File: config.mk
export PLATFORM = sky130hd
export DESIGN_NAME = gds_dma
export DESIGN_NICKNAME = d
export VERILOG_FILES = /design/src/rtl/gds_pkg.sv /design/src/rtl/gds_dma.sv
export VERILOG_INCLUDE_DIRS = /design/src /design/src/rtl
export SDC_FILE = /design/constraint.sdc
export NUM_CORES = 1
export LEC_CHECK = 0
export ABC_AREA = 1
export BUFFER_PORTS_ARGS = -buffer_cell sky130_fd_sc_hd__clkbuf_2
export CORE_MARGIN = 2
export CORE_UTILIZATION = 45
export CTS_CLUSTER_SIZE = 24
export DETAILED_ROUTE_END_ITERATION = 10
export PLACE_DENSITY = 0.65
export SETUP_SLACK_MARGIN = 0.05
export SLEW_MARGIN = 20
export SYNTH_ARGS = -nofsm -noshare
export SYNTH_HDL_FRONTEND = slang
export SYNTH_SLANG_ARGS = --single-unit
File: constraint.sdc
create_clock -name i_clk_sys -period 3.1 [get_ports i_clk_sys]
set_clock_uncertainty 0.05 [all_clocks]
set_input_delay 0.62 -clock i_clk_sys [delete_from_list [all_inputs] [get_ports i_clk_sys]]
set_output_delay 0.62 -clock i_clk_sys [all_outputs]
set_load 0.02 [all_outputs]
File: src/rtl/gds_map.svh
// register offsets, opcodes, field positions and reset values of the dma command unit
`ifndef GDS_MAP_SVH
`define GDS_MAP_SVH
// ----------------------------------------
// register byte offsets
// ----------------------------------------
`define GDS_OFS_CMD 8'h30
`define GDS_OFS_CNT 8'h34
`define GDS_OFS_CFG 8'h38
`define GDS_OFS_POL 8'h3C
`define GDS_OFS_RSN 8'h40
`define GDS_OFS_ENA 8'h44
`define GDS_OFS_STS 8'h48
// ----------------------------------------
// command opcodes
// ----------------------------------------
`define GDS_OP_READ 8'h00
`define GDS_OP_WRITE 8'h01
`define GDS_OP_VALIDATE 8'h0E
`define GDS_OP_CLEAR 8'h0F
`define GDS_OP_RESET 8'h11
`define GDS_OP_STOP 8'h13
// ----------------------------------------
// fields and reset values
// ----------------------------------------
`define GDS_CMD_READBACK 32'h000000FF
`define GDS_CFG_RESET 16'h0001
`define GDS_CFG_WIDTH 0
`define GDS_CFG_MODE_LO 2
`define GDS_CFG_MODE_HI 3
`define GDS_CFG_CNT_DIS 7
`define GDS_MODE_STD 2'h0
`define GDS_POL_REQ 0
`define GDS_POL_ACK 1
`define GDS_POL_RESET 2'h3
`define GDS_RSN_EOT 0
`define GDS_RSN_CNT 1
`define GDS_RSN_STOP 2
`endif

File: src/rtl/gds_pkg.sv
// types shared by the dma command unit
package gds_pkg;
   typedef enum logic [3:0] {
      ST_IDLE  = 4'b0001,
      ST_READ  = 4'b0010,
      ST_WRITE = 4'b0100,
      ST_DRAIN = 4'b1000
   } gds_state_type;
endpackage

File: src/rtl/gds_dma.sv
// generic dma slave command unit with avalon-mm register access
//
// Chosen here: the Avalon-MM register port.
`timescale 1ns/100ps
`default_nettype none
`include "gds_map.svh"
// Behaviour
// opcode 00h starts bus-to-buffer transfer
// opcode 01h starts buffer-to-bus transfer
// strobes routed to engine or register path
// software keeps counter disable bit cleared
// software loads counter before any command
// counter updates only on most significant byte
// count down; at zero flag and interrupt
// end on eot, dma reset or stop
// separate eot and count-complete reason bits
// configuration bit selects 16 or 8 bits
// request and acknowledge polarity bits
// two-bit field selects active strobes
// data bus undriven until command runs
// command register write-only, reads ones
// opcode 0Eh validates indexed endpoint buffer
// opcode 0Fh clears transmit buffer only
// transmit buffer auto-cleared after usb send
// double buffer needs clear issued twice
// opcode 11h resets whole dma core
// start external controller after dma reset
// stop halts; in fifo flushed to buffer
// stop completion sets reason bit
// counter readable, shows bytes remaining
// in path fifo of eight bytes maximum
// mode 00 standard strobes, others reserved
// reserved opcode changes nothing
module gds_dma #(
   parameter int FIFO_DEPTH = 4 // words of two bytes
) (
   input wire logic i_clk_sys, // system clock
   input wire logic i_rst_b, // synchronous reset, active low
   input wire logic [7:0] i_avs_address, // avalon byte address
   input wire logic i_avs_read, // avalon read
   input wire logic i_avs_write, // avalon write
   input wire logic [3:0] i_avs_byteenable, // avalon byte enables
   input wire logic [31:0] i_avs_writedata, // avalon write data
   output logic [31:0] o_avs_readdata, // avalon read data
   output logic o_avs_waitrequest, // avalon wait
   input wire logic i_rd_strobe_b, // read strobe pin
   input wire logic i_wr_strobe_b, // write strobe pin
   input wire logic i_dma_acknowledge_pin, // acknowledge pin
   output logic o_dma_request_pin, // request pin
   input wire logic [15:0] i_dma_data, // data bus input
   output logic [15:0] o_dma_data, // data bus output
   output logic o_dma_data_oe, // data bus drive enable
   output logic o_pio_rd, // read strobe for register path
   output logic o_pio_wr, // write strobe for register path
   output logic [15:0] o_buf_wdata, // data into endpoint buffer
   output logic o_buf_wtwo, // both bytes valid
   output logic o_buf_wvalid, // buffer write valid
   input wire logic i_buf_wready, // buffer write ready
   input wire logic [15:0] i_buf_rdata, // data from endpoint buffer
   input wire logic i_buf_rvalid, // buffer read valid
   output logic o_buf_rready, // buffer read ready
   input wire logic i_out_short_eot, // short packet on out token
   input wire logic i_ep_tx_sent, // transmit data sent on usb
   output logic o_ep_validate, // validate indexed buffer
   output logic o_ep_tx_clear, // clear indexed transmit buffer
   output logic o_dma_irq, // dma interrupt
   output gds_pkg::gds_state_type o_engine_state // engine state
);
   import gds_pkg::*;
   localparam int PW = (FIFO_DEPTH > 1) ? $clog2(FIFO_DEPTH) : 1;
   localparam int CW = $clog2(FIFO_DEPTH + 1);

   // elaboration check of the fifo size
   if (FIFO_DEPTH < 1 || FIFO_DEPTH * 2 > 8 || (FIFO_DEPTH & (FIFO_DEPTH - 1)) != 0) begin : g_depth_check
      $error("fifo depth must be a power of two of at most four words");
   end

   // ----------------------------------------
   // avalon slave
   // ----------------------------------------
   logic av_done;
   logic av_acc;
   logic core_rst;
   gds_state_type state;
   logic [31:0] counter;
   logic [23:0] cnt_stage;
   logic [15:0] cfg;
   logic [1:0] pol;
   logic [2:0] reason;
   logic [2:0] enable;
   logic [CW-1:0] fifo_cnt;
   logic cmd_we;
   logic [7:0] cmd;

   // one wait cycle, answer at the second edge
   always_ff @(posedge i_clk_sys) begin
      if (!i_rst_b) begin
         av_done <= 1'b0;
      end else begin
         av_done <= (i_avs_read | i_avs_write) & ~av_done;
      end
   end
   assign o_avs_waitrequest = (i_avs_read | i_avs_write) & ~av_done;
   assign av_acc = (i_avs_read | i_avs_write) & av_done;
   assign cmd = i_avs_writedata[7:0];
   assign cmd_we = av_acc & i_avs_write & (i_avs_address == `GDS_OFS_CMD) & i_avs_byteenable[0];
   assign core_rst = ~i_rst_b | (cmd_we & (cmd == `GDS_OP_RESET));

   // read data registered in the wait cycle
   always_ff @(posedge i_clk_sys) begin
      if (!i_rst_b) begin
         o_avs_readdata <= 32'h0;
      end else if (i_avs_read & ~av_done) begin
         unique case (i_avs_address)
            `GDS_OFS_CMD: o_avs_readdata <= `GDS_CMD_READBACK;
            `GDS_OFS_CNT: o_avs_readdata <= counter;
            `GDS_OFS_CFG: o_avs_readdata <= {16'h0, cfg};
            `GDS_OFS_POL: o_avs_readdata <= {30'h0, pol};
            `GDS_OFS_RSN: o_avs_readdata <= {29'h0, reason};
            `GDS_OFS_ENA: o_avs_readdata <= {29'h0, enable};
            `GDS_OFS_STS: o_avs_readdata <= {20'h0, 8'(fifo_cnt), 4'(state)};
            default: o_avs_readdata <= 32'h0;
         endcase
      end
   end

   // configuration, polarity and enable registers
   always_ff @(posedge i_clk_sys) begin
      if (core_rst) begin
         cfg <= `GDS_CFG_RESET;
         pol <= `GDS_POL_RESET;
         enable <= 3'h0;
      end else if (av_acc & i_avs_write) begin
         if (i_avs_address == `GDS_OFS_CFG && i_avs_byteenable[0]) begin
            cfg[7:0] <= i_avs_writedata[7:0];
         end
         if (i_avs_address == `GDS_OFS_CFG && i_avs_byteenable[1]) begin
            cfg[15:8] <= i_avs_writedata[15:8];
         end
         if (i_avs_address == `GDS_OFS_POL && i_avs_byteenable[0]) begin
            pol <= i_avs_writedata[1:0];
         end
         if (i_avs_address == `GDS_OFS_ENA && i_avs_byteenable[0]) begin
            enable <= i_avs_writedata[2:0];
         end
      end
   end

   // ----------------------------------------
   // pin synchronisers and strobe multiplex
   // ----------------------------------------
   logic rd_s1, rd_s2, rd_s3, wr_s1, wr_s2, wr_s3, ack_s1, ack_s2;
   logic [15:0] dat_s1, dat_s2;
   always_ff @(posedge i_clk_sys) begin
      if (!i_rst_b) begin
         {rd_s1, rd_s2, rd_s3, wr_s1, wr_s2, wr_s3} <= 6'h3F;
         {ack_s1, ack_s2} <= 2'h0;
         {dat_s1, dat_s2} <= 32'h0;
      end else begin
         {rd_s1, rd_s2, rd_s3} <= {i_rd_strobe_b, rd_s1, rd_s2};
         {wr_s1, wr_s2, wr_s3} <= {i_wr_strobe_b, wr_s1, wr_s2};
         {ack_s1, ack_s2} <= {i_dma_acknowledge_pin, ack_s1};
         {dat_s1, dat_s2} <= {i_dma_data, dat_s1};
      end
   end

   logic busy, ack_on, mode_ok, rd_end, wr_end, rd_beat, wr_beat, wide, out_full;
   assign busy = (state == ST_READ) | (state == ST_WRITE);
   assign ack_on = (ack_s2 == pol[`GDS_POL_ACK]);
   assign mode_ok = (cfg[`GDS_CFG_MODE_HI:`GDS_CFG_MODE_LO] == `GDS_MODE_STD);
   assign wide = cfg[`GDS_CFG_WIDTH];
   assign rd_end = ~rd_s3 & rd_s2;
   assign wr_end = ~wr_s3 & wr_s2;
   // strobes go to the engine while busy, otherwise to the register path
   assign o_pio_rd = rd_end & ~busy;
   assign o_pio_wr = wr_end & ~busy;

   // ----------------------------------------
   // in path fifo
   // ----------------------------------------
   logic [16:0] fifo_mem [FIFO_DEPTH];
   logic [PW-1:0] wp, rp;
   logic fifo_full, fifo_push, fifo_pop;
   assign fifo_full = (fifo_cnt == CW'(FIFO_DEPTH));
   assign wr_beat = (state == ST_READ) & mode_ok & ack_on & wr_end & ~fifo_full;
   assign rd_beat = (state == ST_WRITE) & mode_ok & ack_on & rd_end & out_full;
   assign fifo_push = wr_beat;
   assign o_buf_wvalid = (fifo_cnt != '0);
   assign fifo_pop = o_buf_wvalid & i_buf_wready;
   assign o_buf_wdata = fifo_mem[rp][15:0];
   assign o_buf_wtwo = fifo_mem[rp][16];

   // fifo storage
   always_ff @(posedge i_clk_sys) begin
      if (fifo_push) begin
         fifo_mem[wp] <= {wide, wide ? dat_s2 : {8'h0, dat_s2[7:0]}};
      end
   end

   // fifo pointers and level
   always_ff @(posedge i_clk_sys) begin
      if (core_rst) begin
         wp <= '0;
         rp <= '0;
         fifo_cnt <= '0;
      end else begin
         wp <= fifo_push ? PW'(wp + 1'b1) : wp;
         rp <= fifo_pop ? PW'(rp + 1'b1) : rp;
         fifo_cnt <= CW'(fifo_cnt + CW'(fifo_push) - CW'(fifo_pop));
      end
   end

   // ----------------------------------------
   // out path holding word and bus drive
   // ----------------------------------------
   assign o_buf_rready = (state == ST_WRITE) & ~out_full;
   always_ff @(posedge i_clk_sys) begin
      if (core_rst) begin
         out_full <= 1'b0;
         o_dma_data <= 16'h0;
      end else if (state != ST_WRITE) begin
         out_full <= 1'b0;
      end else if (o_buf_rready & i_buf_rvalid) begin
         out_full <= 1'b1;
         o_dma_data <= i_buf_rdata;
      end else if (rd_beat) begin
         out_full <= 1'b0;
      end
   end
   // bus driven only during a running buffer-to-bus transfer
   assign o_dma_data_oe = (state == ST_WRITE) & out_full & ~rd_s2 & ack_on & mode_ok;

   // ----------------------------------------
   // byte counter
   // ----------------------------------------
   logic beat, cnt_on, cnt_last;
   logic [31:0] step;
   logic [23:0] next_stage;
   assign beat = wr_beat | rd_beat;
   assign cnt_on = ~cfg[`GDS_CFG_CNT_DIS];
   assign step = wide ? 32'h2 : 32'h1;
   assign cnt_last = beat & cnt_on & (counter <= step);
   // low three bytes stage until the top byte is written
   always_comb begin
      next_stage = cnt_stage;
      if (i_avs_byteenable[0]) begin
         next_stage[7:0] = i_avs_writedata[7:0];
      end
      if (i_avs_byteenable[1]) begin
         next_stage[15:8] = i_avs_writedata[15:8];
      end
      if (i_avs_byteenable[2]) begin
         next_stage[23:16] = i_avs_writedata[23:16];
      end
   end
   logic cnt_we;
   assign cnt_we = av_acc & i_avs_write & (i_avs_address == `GDS_OFS_CNT);
   always_ff @(posedge i_clk_sys) begin
      if (core_rst) begin
         cnt_stage <= 24'h0;
         counter <= 32'h0;
      end else begin
         if (cnt_we) begin
            cnt_stage <= next_stage;
         end
         if (cnt_we & i_avs_byteenable[3]) begin
            counter <= {i_avs_writedata[31:24], next_stage};
         end else if (beat & cnt_on) begin
            counter <= cnt_last ? 32'h0 : counter - step;
         end
      end
   end

   // ----------------------------------------
   // engine state machine
   // ----------------------------------------
   logic stop_cmd, stop_pend, stop_done, eot_hit;
   assign stop_cmd = cmd_we & (cmd == `GDS_OP_STOP);
   assign eot_hit = i_out_short_eot & busy;
   always_ff @(posedge i_clk_sys) begin
      if (core_rst) begin
         state <= ST_IDLE;
         stop_pend <= 1'b0;
      end else begin
         unique case (state)
            ST_IDLE: begin
               stop_pend <= 1'b0;
               if (cmd_we && cmd == `GDS_OP_READ) begin
                  state <= ST_READ;
               end else if (cmd_we && cmd == `GDS_OP_WRITE) begin
                  state <= ST_WRITE;
               end
            end
            ST_READ: begin
               if (stop_cmd | eot_hit | cnt_last) begin
                  state <= ST_DRAIN;
                  stop_pend <= stop_cmd;
               end
            end
            ST_WRITE: begin
               if (stop_cmd | eot_hit | cnt_last) begin
                  state <= ST_IDLE;
               end
            end
            ST_DRAIN: begin
               if (fifo_cnt == '0) begin
                  state <= ST_IDLE;
               end
            end
         endcase
      end
   end
   assign stop_done = (stop_cmd & (state == ST_WRITE)) | ((state == ST_DRAIN) & (fifo_cnt == '0) & stop_pend);
   assign o_engine_state = state;
   // request shown while the engine can take a beat
   assign o_dma_request_pin = ((state == ST_READ) & ~fifo_full & mode_ok) | ((state == ST_WRITE) & out_full & mode_ok)
                              ? pol[`GDS_POL_REQ] : ~pol[`GDS_POL_REQ];

   // ----------------------------------------
   // interrupt reasons, write one to clear, set wins
   // ----------------------------------------
   logic [2:0] rsn_set, rsn_clr;
   assign rsn_set = {stop_done, cnt_last, eot_hit};
   assign rsn_clr = (av_acc & i_avs_write & (i_avs_address == `GDS_OFS_RSN) & i_avs_byteenable[0])
                    ? i_avs_writedata[2:0] : 3'h0;
   always_ff @(posedge i_clk_sys) begin
      if (core_rst) begin
         reason <= 3'h0;
      end else begin
         reason <= (reason & ~rsn_clr) | rsn_set;
      end
   end
   assign o_dma_irq = |(reason & enable);

   // ----------------------------------------
   // endpoint buffer commands
   // ----------------------------------------
   assign o_ep_validate = cmd_we & (cmd == `GDS_OP_VALIDATE);
   assign o_ep_tx_clear = (cmd_we & (cmd == `GDS_OP_CLEAR)) | i_ep_tx_sent;

   // ----------------------------------------
   // assertions
   // ----------------------------------------
   logic op_res;
   assign op_res = cmd_we && !(cmd inside {`GDS_OP_READ, `GDS_OP_WRITE, `GDS_OP_VALIDATE, `GDS_OP_CLEAR,
                                          `GDS_OP_RESET, `GDS_OP_STOP});
   property p_cmd_ones;
      @(posedge i_clk_sys) disable iff (!i_rst_b)
      i_avs_read && !o_avs_waitrequest && i_avs_address == `GDS_OFS_CMD |-> o_avs_readdata == `GDS_CMD_READBACK;
   endproperty
   a_cmd_ones: assert property (p_cmd_ones) else $error("command read not all ones");
   property p_start_rd;
      @(posedge i_clk_sys) disable iff (!i_rst_b)
      state == ST_IDLE && cmd_we && cmd == `GDS_OP_READ |=> state == ST_READ;
   endproperty
   a_start_rd: assert property (p_start_rd) else $error("read command did not start");
   property p_start_wr;
      @(posedge i_clk_sys) disable iff (!i_rst_b)
      state == ST_IDLE && cmd_we && cmd == `GDS_OP_WRITE |=> state == ST_WRITE && !out_full && !o_dma_data_oe;
   endproperty
   a_start_wr: assert property (p_start_wr) else $error("write command did not start");
   property p_reserved;
      @(posedge i_clk_sys) disable iff (!i_rst_b)
      op_res && state == ST_IDLE |=> $stable(state) && $stable(counter);
   endproperty
   a_reserved: assert property (p_reserved) else $error("reserved opcode changed state");
   property p_count_done;
      @(posedge i_clk_sys) disable iff (!i_rst_b)
      cnt_last && !core_rst |=> counter == 32'h0 && reason[`GDS_RSN_CNT] && state != ST_READ && state != ST_WRITE;
   endproperty
   a_count_done: assert property (p_count_done) else $error("count end not flagged");
   property p_hiz;
      @(posedge i_clk_sys) disable iff (!i_rst_b)
      state != ST_WRITE |-> !o_dma_data_oe;
   endproperty
   a_hiz: assert property (p_hiz) else $error("data bus driven outside transfer");
   property p_cnt_hold;
      @(posedge i_clk_sys) disable iff (!i_rst_b)
      cnt_we && !i_avs_byteenable[3] && !beat |=> $stable(counter);
   endproperty
   a_cnt_hold: assert property (p_cnt_hold) else $error("counter moved without top byte");
   property p_eot;
      @(posedge i_clk_sys) disable iff (!i_rst_b)
      eot_hit && !core_rst |=> reason[`GDS_RSN_EOT] && (state == ST_IDLE || state == ST_DRAIN);
   endproperty
   a_eot: assert property (p_eot) else $error("eot did not end transfer");
   property p_stop;
      @(posedge i_clk_sys) disable iff (!i_rst_b)
      stop_cmd && state == ST_WRITE |=> state == ST_IDLE && reason[`GDS_RSN_STOP];
   endproperty
   a_stop: assert property (p_stop) else $error("stop not completed");
   property p_reset;
      @(posedge i_clk_sys) disable iff (!i_rst_b)
      cmd_we && cmd == `GDS_OP_RESET |=> state == ST_IDLE && counter == 32'h0 && reason == 3'h0 && fifo_cnt == '0;
   endproperty
   a_reset: assert property (p_reset) else $error("dma reset incomplete");
   property p_fifo;
      @(posedge i_clk_sys) disable iff (!i_rst_b)
      fifo_cnt <= CW'(FIFO_DEPTH);
   endproperty
   a_fifo: assert property (p_fifo) else $error("fifo over eight bytes");
   property p_pio;
      @(posedge i_clk_sys) disable iff (!i_rst_b)
      busy |-> !o_pio_rd && !o_pio_wr;
   endproperty
   a_pio: assert property (p_pio) else $error("strobe reached register path in transfer");
endmodule
`default_nettype wire

==> reports/summary.json, run 1 <==
{
  "crit_fanout": 6,
  "regToRegSetupSlack_ns": 0.49,
  "place.detailed.hpwl_mm": 21.08,
  "drv.max_cap_violation_count": 0,
  "detail_route.first_pass.iterations": 5,
  "antenna_violating_nets_post_route": 0,
  "grt_setup_unrepaired": "false",
  "required_ns": 2.43,
  "post_synth_inst_count": 1459,
  "layout_min_cycle_time_ns": 2.793,
  "grt_first_pass_wirelength_mm": 47.41,
  "worst-endpoint-arrival_ns": 2.12,
  "path_class": "flip-flop to output port",
  "first_iter_violations": 695,
  "grt_antenna_before_repair": 1,
  "postLayoutSetupSlackWorst_ns": 0.3065,
  "avgSynthCellArea_um2": 7.759,
  "number_of_global_route_vias_before_repair": 9525,
  "worst_setup_path_end_kind": "output port",
  "setup_viol": 0,
  "critical_path.max_stage_delay_ns": 0.49,
  "ys.flop_type": "sky130_fd_sc_hd__dfxtp_1",
  "sequential_cell_area_fraction_in_the_yosys_report_pct": 50.57,
  "numClockSinks": 252,
  "grt_max_degree": 55,
  "finalHoldViolCount": 0,
  "synth.largest_area_cell": "sky130_fd_sc_hd__dfxtp_1",
  "timing.setup.tns_ns": 0,
  "vias_per_cell": 5.054,
  "tritoncts": "built",
  "io_pins": 166,
  "worst_slew_pin_slew_ns": 0.8503,
  "report.final.slew_viol_count": 0,
  "synth_edf_count": 68,
  "port_buffers": 165,
  "place_congestion": 0.9016,
  "timing.critical_path.buf_inv": 1,
  "syn_nets": 1556,
  "row_count": 58,
  "avg_wl_per_cell_um": 15.19,
  "clockBufferDepth": 3,
  "htree_levels": 1,
  "dpl_worst_slack_ns": 0.5004,
  "remaining_overflow_grt": 0,
  "yosysMostFrequentCell": "sky130_fd_sc_hd__nand2_1",
  "remaining_drc_errors": 0,
  "timing.critical_path.cells": "nand3_1 -> nor2_1 -> a21oi_1 -> xor2_1 -> clkbuf_2",
  "yosysWarningCount": 0,
  "fill_cells": 2360,
  "worst_ir_drop_vdd_mv": 0.3657,
  "syn-cell-area_um2": 11320,
  "timing.slew.headroom_pct": 43.25,
  "synthDominantCellAreaShare_pct": 32.54,
  "post-cts-setup-buffers": 0,
  "hold_buffers_post_cts": 0,
  "fp.dieArea_um2": 26440,
  "leading_post_synthesis_cells_by_cell_area": "sky130_fd_sc_hd__dfxtp_1, sky130_fd_sc_hd__edfxtp_1, sky130_fd_sc_hd__nand2_1",
  "cpLargestDelayFamily": "simple AND/OR/NAND/NOR gates",
  "power_density_nw_per_um2": 616.3,
  "whs_ns": 0.2141,
  "fp.coreArea_um2": 24960,
  "gr-usage-all-layers_pct": 22.38,
  "count_of_unique_library_cells_instantiated_by_yosys": 40,
  "ys_ff_latch": 252,
  "route.final.wire_length_mm": 29.85,
  "drive_gt1_share_pct": 16.65,
  "clk_transition_reported_paths_ns": 0.06,
  "status": "completed",
  "detailroute.via_count": 9931,
  "die_w_um": 162.6,
  "die_height_um": 162.6,
  "final_net_count": 1710,
  "timing.hold.worst.class": "input port to flip-flop",
  "fin_crit_sh_pct": 90.11,
  "cellLeakagePower_nw": 6.056,
  "syn2layout_area_growth_pct": 18.39,
  "critPathSlowestCell": "sky130_fd_sc_hd__dfxtp_1",
  "clock_latency_ns": 0.54,
  "setup.worst_path.start_class": "flip-flop",
  "ctsRootBufferMaster": "sky130_fd_sc_hd__clkbuf_16",
  "synthTopCellsByCount": "sky130_fd_sc_hd__nand2_1, sky130_fd_sc_hd__dfxtp_1, sky130_fd_sc_hd__inv_1, sky130_fd_sc_hd__nor2_1, sky130_fd_sc_hd__a21oi_1",
  "initial_utilization_pct": 45.35,
  "fmax_ghz": 0.3580,
  "cts-resized-gates": 0,
  "tritoncts_buffer_count": 27,
  "async_reset_ff_share_pct": 0
}
## report_power, final
part           switching, mW  internal [mW]  leakage (nW)
combinational          0.841          0.401          3.46
clock                   1.28           2.15         0.472
sequential             0.102           3.49          2.12
## worst min-delay path, delay by kind of cell
kind                   cells  cell delay, ns
buffers and inverters      2            0.12
AND/OR/NAND/NOR            1            0.04
## registers in the layout (all words and copies together), names as in the netlist, 4 cells and up, named ones only
| signal | count |
|---|---|
| cnt_stage | 24 |
| o_engine_state | 4 |
| counter | 32 |
| o_avs_readdata | 32 |
| o_dma_data | 16 |
| cfg | 16 |
| fifo_mem | 68 |
| dat_s2 | 16 |
| dat_s1 | 16 |
## cell families after synthesis
family | share of synthesized area (%)
multiplexers | 0.7958
XOR/XNOR | 2.089
flip-flops | 50.57
AO/OA/AOI/OAI | 12.23
adder cells (fa/ha/maj) | 1.238
buffers and inverters | 8.654
AND/OR/NAND/NOR | 24.41
## layout by cell type, fill, tap and decap left out, types with 6 or more instances in the layout
cell type | synthesis | final
sky130_fd_sc_hd__nand2_1 | 388 | 388
sky130_fd_sc_hd__dfxtp_1 | 184 | 184
sky130_fd_sc_hd__inv_1 | 172 | 172
sky130_fd_sc_hd__clkbuf_2 | 0 | 165
sky130_fd_sc_hd__nor2_1 | 156 | 155
sky130_fd_sc_hd__a21oi_1 | 130 | 130
sky130_fd_sc_hd__o21ai_0 | 88 | 88
sky130_fd_sc_hd__edfxtp_1 | 68 | 68
sky130_fd_sc_hd__nand3_1 | 58 | 58
sky130_fd_sc_hd__clkbuf_16 | 0 | 27
sky130_fd_sc_hd__xor2_1 | 25 | 25
sky130_fd_sc_hd__o22ai_1 | 25 | 25
sky130_fd_sc_hd__nand4_1 | 22 | 22
sky130_fd_sc_hd__buf_4 | 8 | 22
sky130_fd_sc_hd__mux2_2 | 8 | 8
sky130_fd_sc_hd__ha_1 | 8 | 8
sky130_fd_sc_hd__or2_2 | 7 | 7
sky130_fd_sc_hd__o21ai_1 | 7 | 7
sky130_fd_sc_hd__clkbuf_1 | 33 | 7
sky130_fd_sc_hd__nor3_1 | 6 | 6
sky130_fd_sc_hd__nand2_4 | 6 | 6
sky130_fd_sc_hd__clkinv_2 | 2 | 6
sky130_fd_sc_hd__o211ai_1 | 6 | 6
## layer usage
layer  global-route usage [%]  wire length [um]  vias to the layer above
met5                        0                 0                        -
met4                    7.643               984                        0
met3                    3.285              1493                       54
met2                    39.11             14440                      280
met1                    28.39             12930                     4592
li1                         -                 -                     5005
## final timing paths
path	start	cells after the start	end
max	o_engine_state[2]	5	o_dma_request_pin
min	i_dma_data[10]	3	dat_s1[10]
max reg2reg	cfg[0]	15	o_engine_state[2]
min reg2reg	dat_s1[8]	2	dat_s2[8]
## final cells by class
| cell class | count | area (um^2) | area share [%] |
|---|---|---|---|
| sequential | 252 | 5725 | 42.72 |
| multi-input combinational | 966 | 4623 | 34.49 |
| timing repair buffer | 188 | 1011 | 7.543 |
| clock buffer | 40 | 778.2 | 5.807 |
| inverter | 178 | 670.6 | 5.004 |
| tap | 330 | 412.9 | 3.081 |
| clock inverter | 10 | 178.9 | 1.335 |
| antenna | 1 | 2.502 | 0.01867 |
## per-stage QoR
stage | cell area, um^2 | power [mW] | utilization [%] | std cells
CTS | 13400 | 8.322 | 53.68 | 1964
floorplan | 11320 | 4.455 | - | 1459
detailed placement | 12440 | 4.901 | 49.84 | 1914
finish | 13400 | 8.261 | 53.69 | 1965
global placement | 12440 | 4.886 | 49.84 | 1914
global route | 13400 | 8.598 | 53.69 | 1965
Power figures use the tool's default switching activity.
==> inputs of run 2 (changes only) <==
--- a/config.mk
+++ b/config.mk
@@ -12,7 +12,7 @@
 export CORE_UTILIZATION = 45
 export CTS_CLUSTER_SIZE = 24
 export DETAILED_ROUTE_END_ITERATION = 10
-export PLACE_DENSITY = 0.65
+export PLACE_DENSITY = 0.74
 export SETUP_SLACK_MARGIN = 0.05
 export SLEW_MARGIN = 20
 export SYNTH_ARGS = -nofsm -noshare
==> run 2 against run 1 <==
Effect of this change:
- wire length shrank 0.22%
- setup slack lost 0.035 ns
- sequential share of layout area grew 0.24 points
- critical path depth grew 10
- via count grew 1.1%
- flip-flop and latch count is the same
- sequential power is essentially flat
- largest power group unchanged
==> reports/summary.json, run 2 (synthesis results as in run 1) <==
{
  "switching_share_pct": 27.51,
  "worst_ir_drop_vdd_mv": 0.4775,
  "required_ns": 3.46,
  "postLayoutSetupSlackWorst_ns": 0.2718,
  "syn2layout_area_growth_pct": 17.73,
  "timing.reg2reg.worst_path_depth": 15,
  "power_density_nw_per_um2": 608.7,
  "setup_viol": 0,
  "gr-usage-all-layers_pct": 22.27,
  "die_w_um": 162.6,
  "power.switching_mw": 2.232,
  "critical_path.reg2reg.endpoint": "counter[19]",
  "path_class": "flip-flop to flip-flop",
  "tritoncts_buffer_count": 27,
  "fin_crit_sh_pct": 91.23,
  "grt_setup_unrepaired": "false",
  "place_congestion": 0.9484,
  "route.final.wire_length_mm": 29.78,
  "combinational_cell_fraction_of_total_power_pct": 15.2,
  "layout_min_cycle_time_ns": 2.828,
  "vias_per_cell": 5.118,
  "ctsRootBufferMaster": "sky130_fd_sc_hd__clkbuf_16",
  "total_power_mw": 8.112,
  "die_height_um": 162.6,
  "placedInstanceArea_um2": 12420,
  "drv.max_cap_violation_count": 0,
  "fill_cells": 2357,
  "area.sequential_um2": 5725,
  "worst-endpoint-arrival_ns": 3.19,
  "tritoncts": "built",
  "worst_slew_pin_slew_ns": 0.9491,
  "fp.coreArea_um2": 24960,
  "clockBufferDepth": 3,
  "final_net_count": 1707,
  "power_frac_seq_pct": 44.2,
  "first_iter_violations": 834,
  "numClockSinks": 252,
  "regToRegStartpoint": "cfg[0]",
  "finalHoldViolCount": 0,
  "port_buffers": 165,
  "row_count": 58,
  "fp.dieArea_um2": 26440,
  "clk_transition_reported_paths_ns": 0.06,
  "min-delay-start": "i_dma_data[11]",
  "post-route-util_pct": 53.39,
  "placedCellCount": 1911,
  "status": "completed",
  "fmax_ghz": 0.3536,
  "place.detailed.hpwl_mm": 20.59,
  "critical_path.endpoint": "counter[19]",
  "remaining_drc_errors": 0,
  "initial_utilization_pct": 45.35,
  "layout_top_registers": "fifo_mem (68), counter (32), o_avs_readdata (32)",
  "p_clk_share_pct": 40.6,
  "antenna_violating_nets_post_route": 0,
  "regToRegSetupSlack_ns": 0.27,
  "whs_ns": 0.2104,
  "layout_common_cells": "sky130_fd_sc_hd__nand2_1, sky130_fd_sc_hd__dfxtp_1, sky130_fd_sc_hd__inv_1",
  "dpl_worst_slack_ns": 0.2456,
  "multiInputGateArea_um2": 4626,
  "worst_setup_path_end_kind": "flip-flop",
  "drive_gt1_share_pct": 16.31,
  "final_area_um2": 13330,
  "setup.worst_path.start_class": "flip-flop",
  "report.final.slew_viol_count": 0,
  "htree_levels": 1,
  "crit_fanout": 16,
  "largest_reg_flops": 68,
  "cp-startpoint": "cfg[0]",
  "detail_route.first_pass.iterations": 7,
  "number_of_global_route_vias_before_repair": 9515,
  "grt_antenna_before_repair": 1,
  "grt_max_degree": 67,
  "layout_commonest_cell": "sky130_fd_sc_hd__nand2_1",
  "avg_wl_per_cell_um": 15.18,
  "io_pins": 166,
  "timing.slew.headroom_pct": 36.66,
  "top_register": "fifo_mem",
  "grt_first_pass_wirelength_mm": 47.34,
  "timing.setup.tns_ns": 0,
  "timing.hold.worst.class": "input port to flip-flop",
  "cellLeakagePower_nw": 6.010,
  "post-cts-setup-buffers": 0,
  "clock_latency_ns": 0.54,
  "intPower_mw": 5.880,
  "instances_no_fill": 1962,
  "detailroute.via_count": 10040,
  "remaining_overflow_grt": 0
}
## run 2: cell count changes in the layout (fill, tap and decap cells not counted)
| cell | delta |
|---|---|
| sky130_fd_sc_hd__clkbuf_8 | -3 |
| sky130_fd_sc_hd__bufinv_16 | -1 |
| sky130_fd_sc_hd__clkbuf_4 | -1 |
| sky130_fd_sc_hd__buf_4 | -3 |
| sky130_fd_sc_hd__clkinvlp_4 | +1 |
| sky130_fd_sc_hd__nand3_2 | -1 |
| sky130_fd_sc_hd__clkinv_1 | +2 |
| sky130_fd_sc_hd__nor2_4 | -1 |
| sky130_fd_sc_hd__nand3_4 | +1 |
| sky130_fd_sc_hd__nor2_2 | +1 |
| sky130_fd_sc_hd__clkbuf_1 | +1 |
| sky130_fd_sc_hd__clkbuf_2 | +1 |
## run 2: worst max-delay path: stages, from the launching register on
cell and delay, ns:
sky130_fd_sc_hd__dfxtp_1 0.31, sky130_fd_sc_hd__inv_1 0.13, sky130_fd_sc_hd__ha_1 0.19, sky130_fd_sc_hd__inv_1 0.07
sky130_fd_sc_hd__fa_1 0.39, sky130_fd_sc_hd__nor2_1 0.14, sky130_fd_sc_hd__nand2_1 0.15, sky130_fd_sc_hd__nor2_4 0.21
sky130_fd_sc_hd__nor2_1 0.07, sky130_fd_sc_hd__nor2_1 0.21, sky130_fd_sc_hd__nand3_4 0.24, sky130_fd_sc_hd__nand2_1 0.16
sky130_fd_sc_hd__buf_4 0.21, sky130_fd_sc_hd__nor2_1 0.06, sky130_fd_sc_hd__nand2_1 0.06, sky130_fd_sc_hd__a21oi_1 0.06
## run 2: cell type report
| class | instances | area share, % |
|---|---|---|
| timing repair buffer | 185 | 7.416 |
| inverter | 178 | 5.032 |
| antenna | 1 | 0.01878 |
| tap | 330 | 3.098 |
| clock buffer | 38 | 5.539 |
| clock inverter | 12 | 1.230 |
| multi-input combinational | 966 | 34.71 |
| sequential | 252 | 42.96 |
## run 2: worst min path at each step
stage                  to  depth (start not counted)
2_1_floorplan       wr_s3                          2
3_3_place_gp   dat_s2[14]                          2
5_1_grt        dat_s1[12]                          3
4_1_cts        dat_s1[11]                          3
6_report       dat_s1[11]                          3
3_5_place_dp   dat_s2[15]                          2
## run 2: timing repair
item                       4_1_cts  5_1_grt
gates resized for setup          0        1
hold buffers                     0        0
setup endpoints to repair        0       13
## run 2: routing by layer
layer  track usage, %  share of wire, %  vias up
li1                 -                 -     5004
met1            28.44                43     4634
met2            38.39                48      329
met3            3.132               6.4       75
met4            8.447               3.3        0
met5                0                 0        -
## run 2: power by group through the flow
| stage | Sequential, mW | Combinational, mW | Clock, mW |
|---|---|---|---|
| after floorplan | 3.69 | 0.765 | 0 |
| after global placement | 3.65 | 1.21 | 0 |
| after detailed placement | 3.65 | 1.23 | 0 |
| after CTS | 3.58 | 1.24 | 3.33 |
| after global routing | 3.60 | 1.36 | 3.48 |
| final | 3.59 | 1.23 | 3.29 |
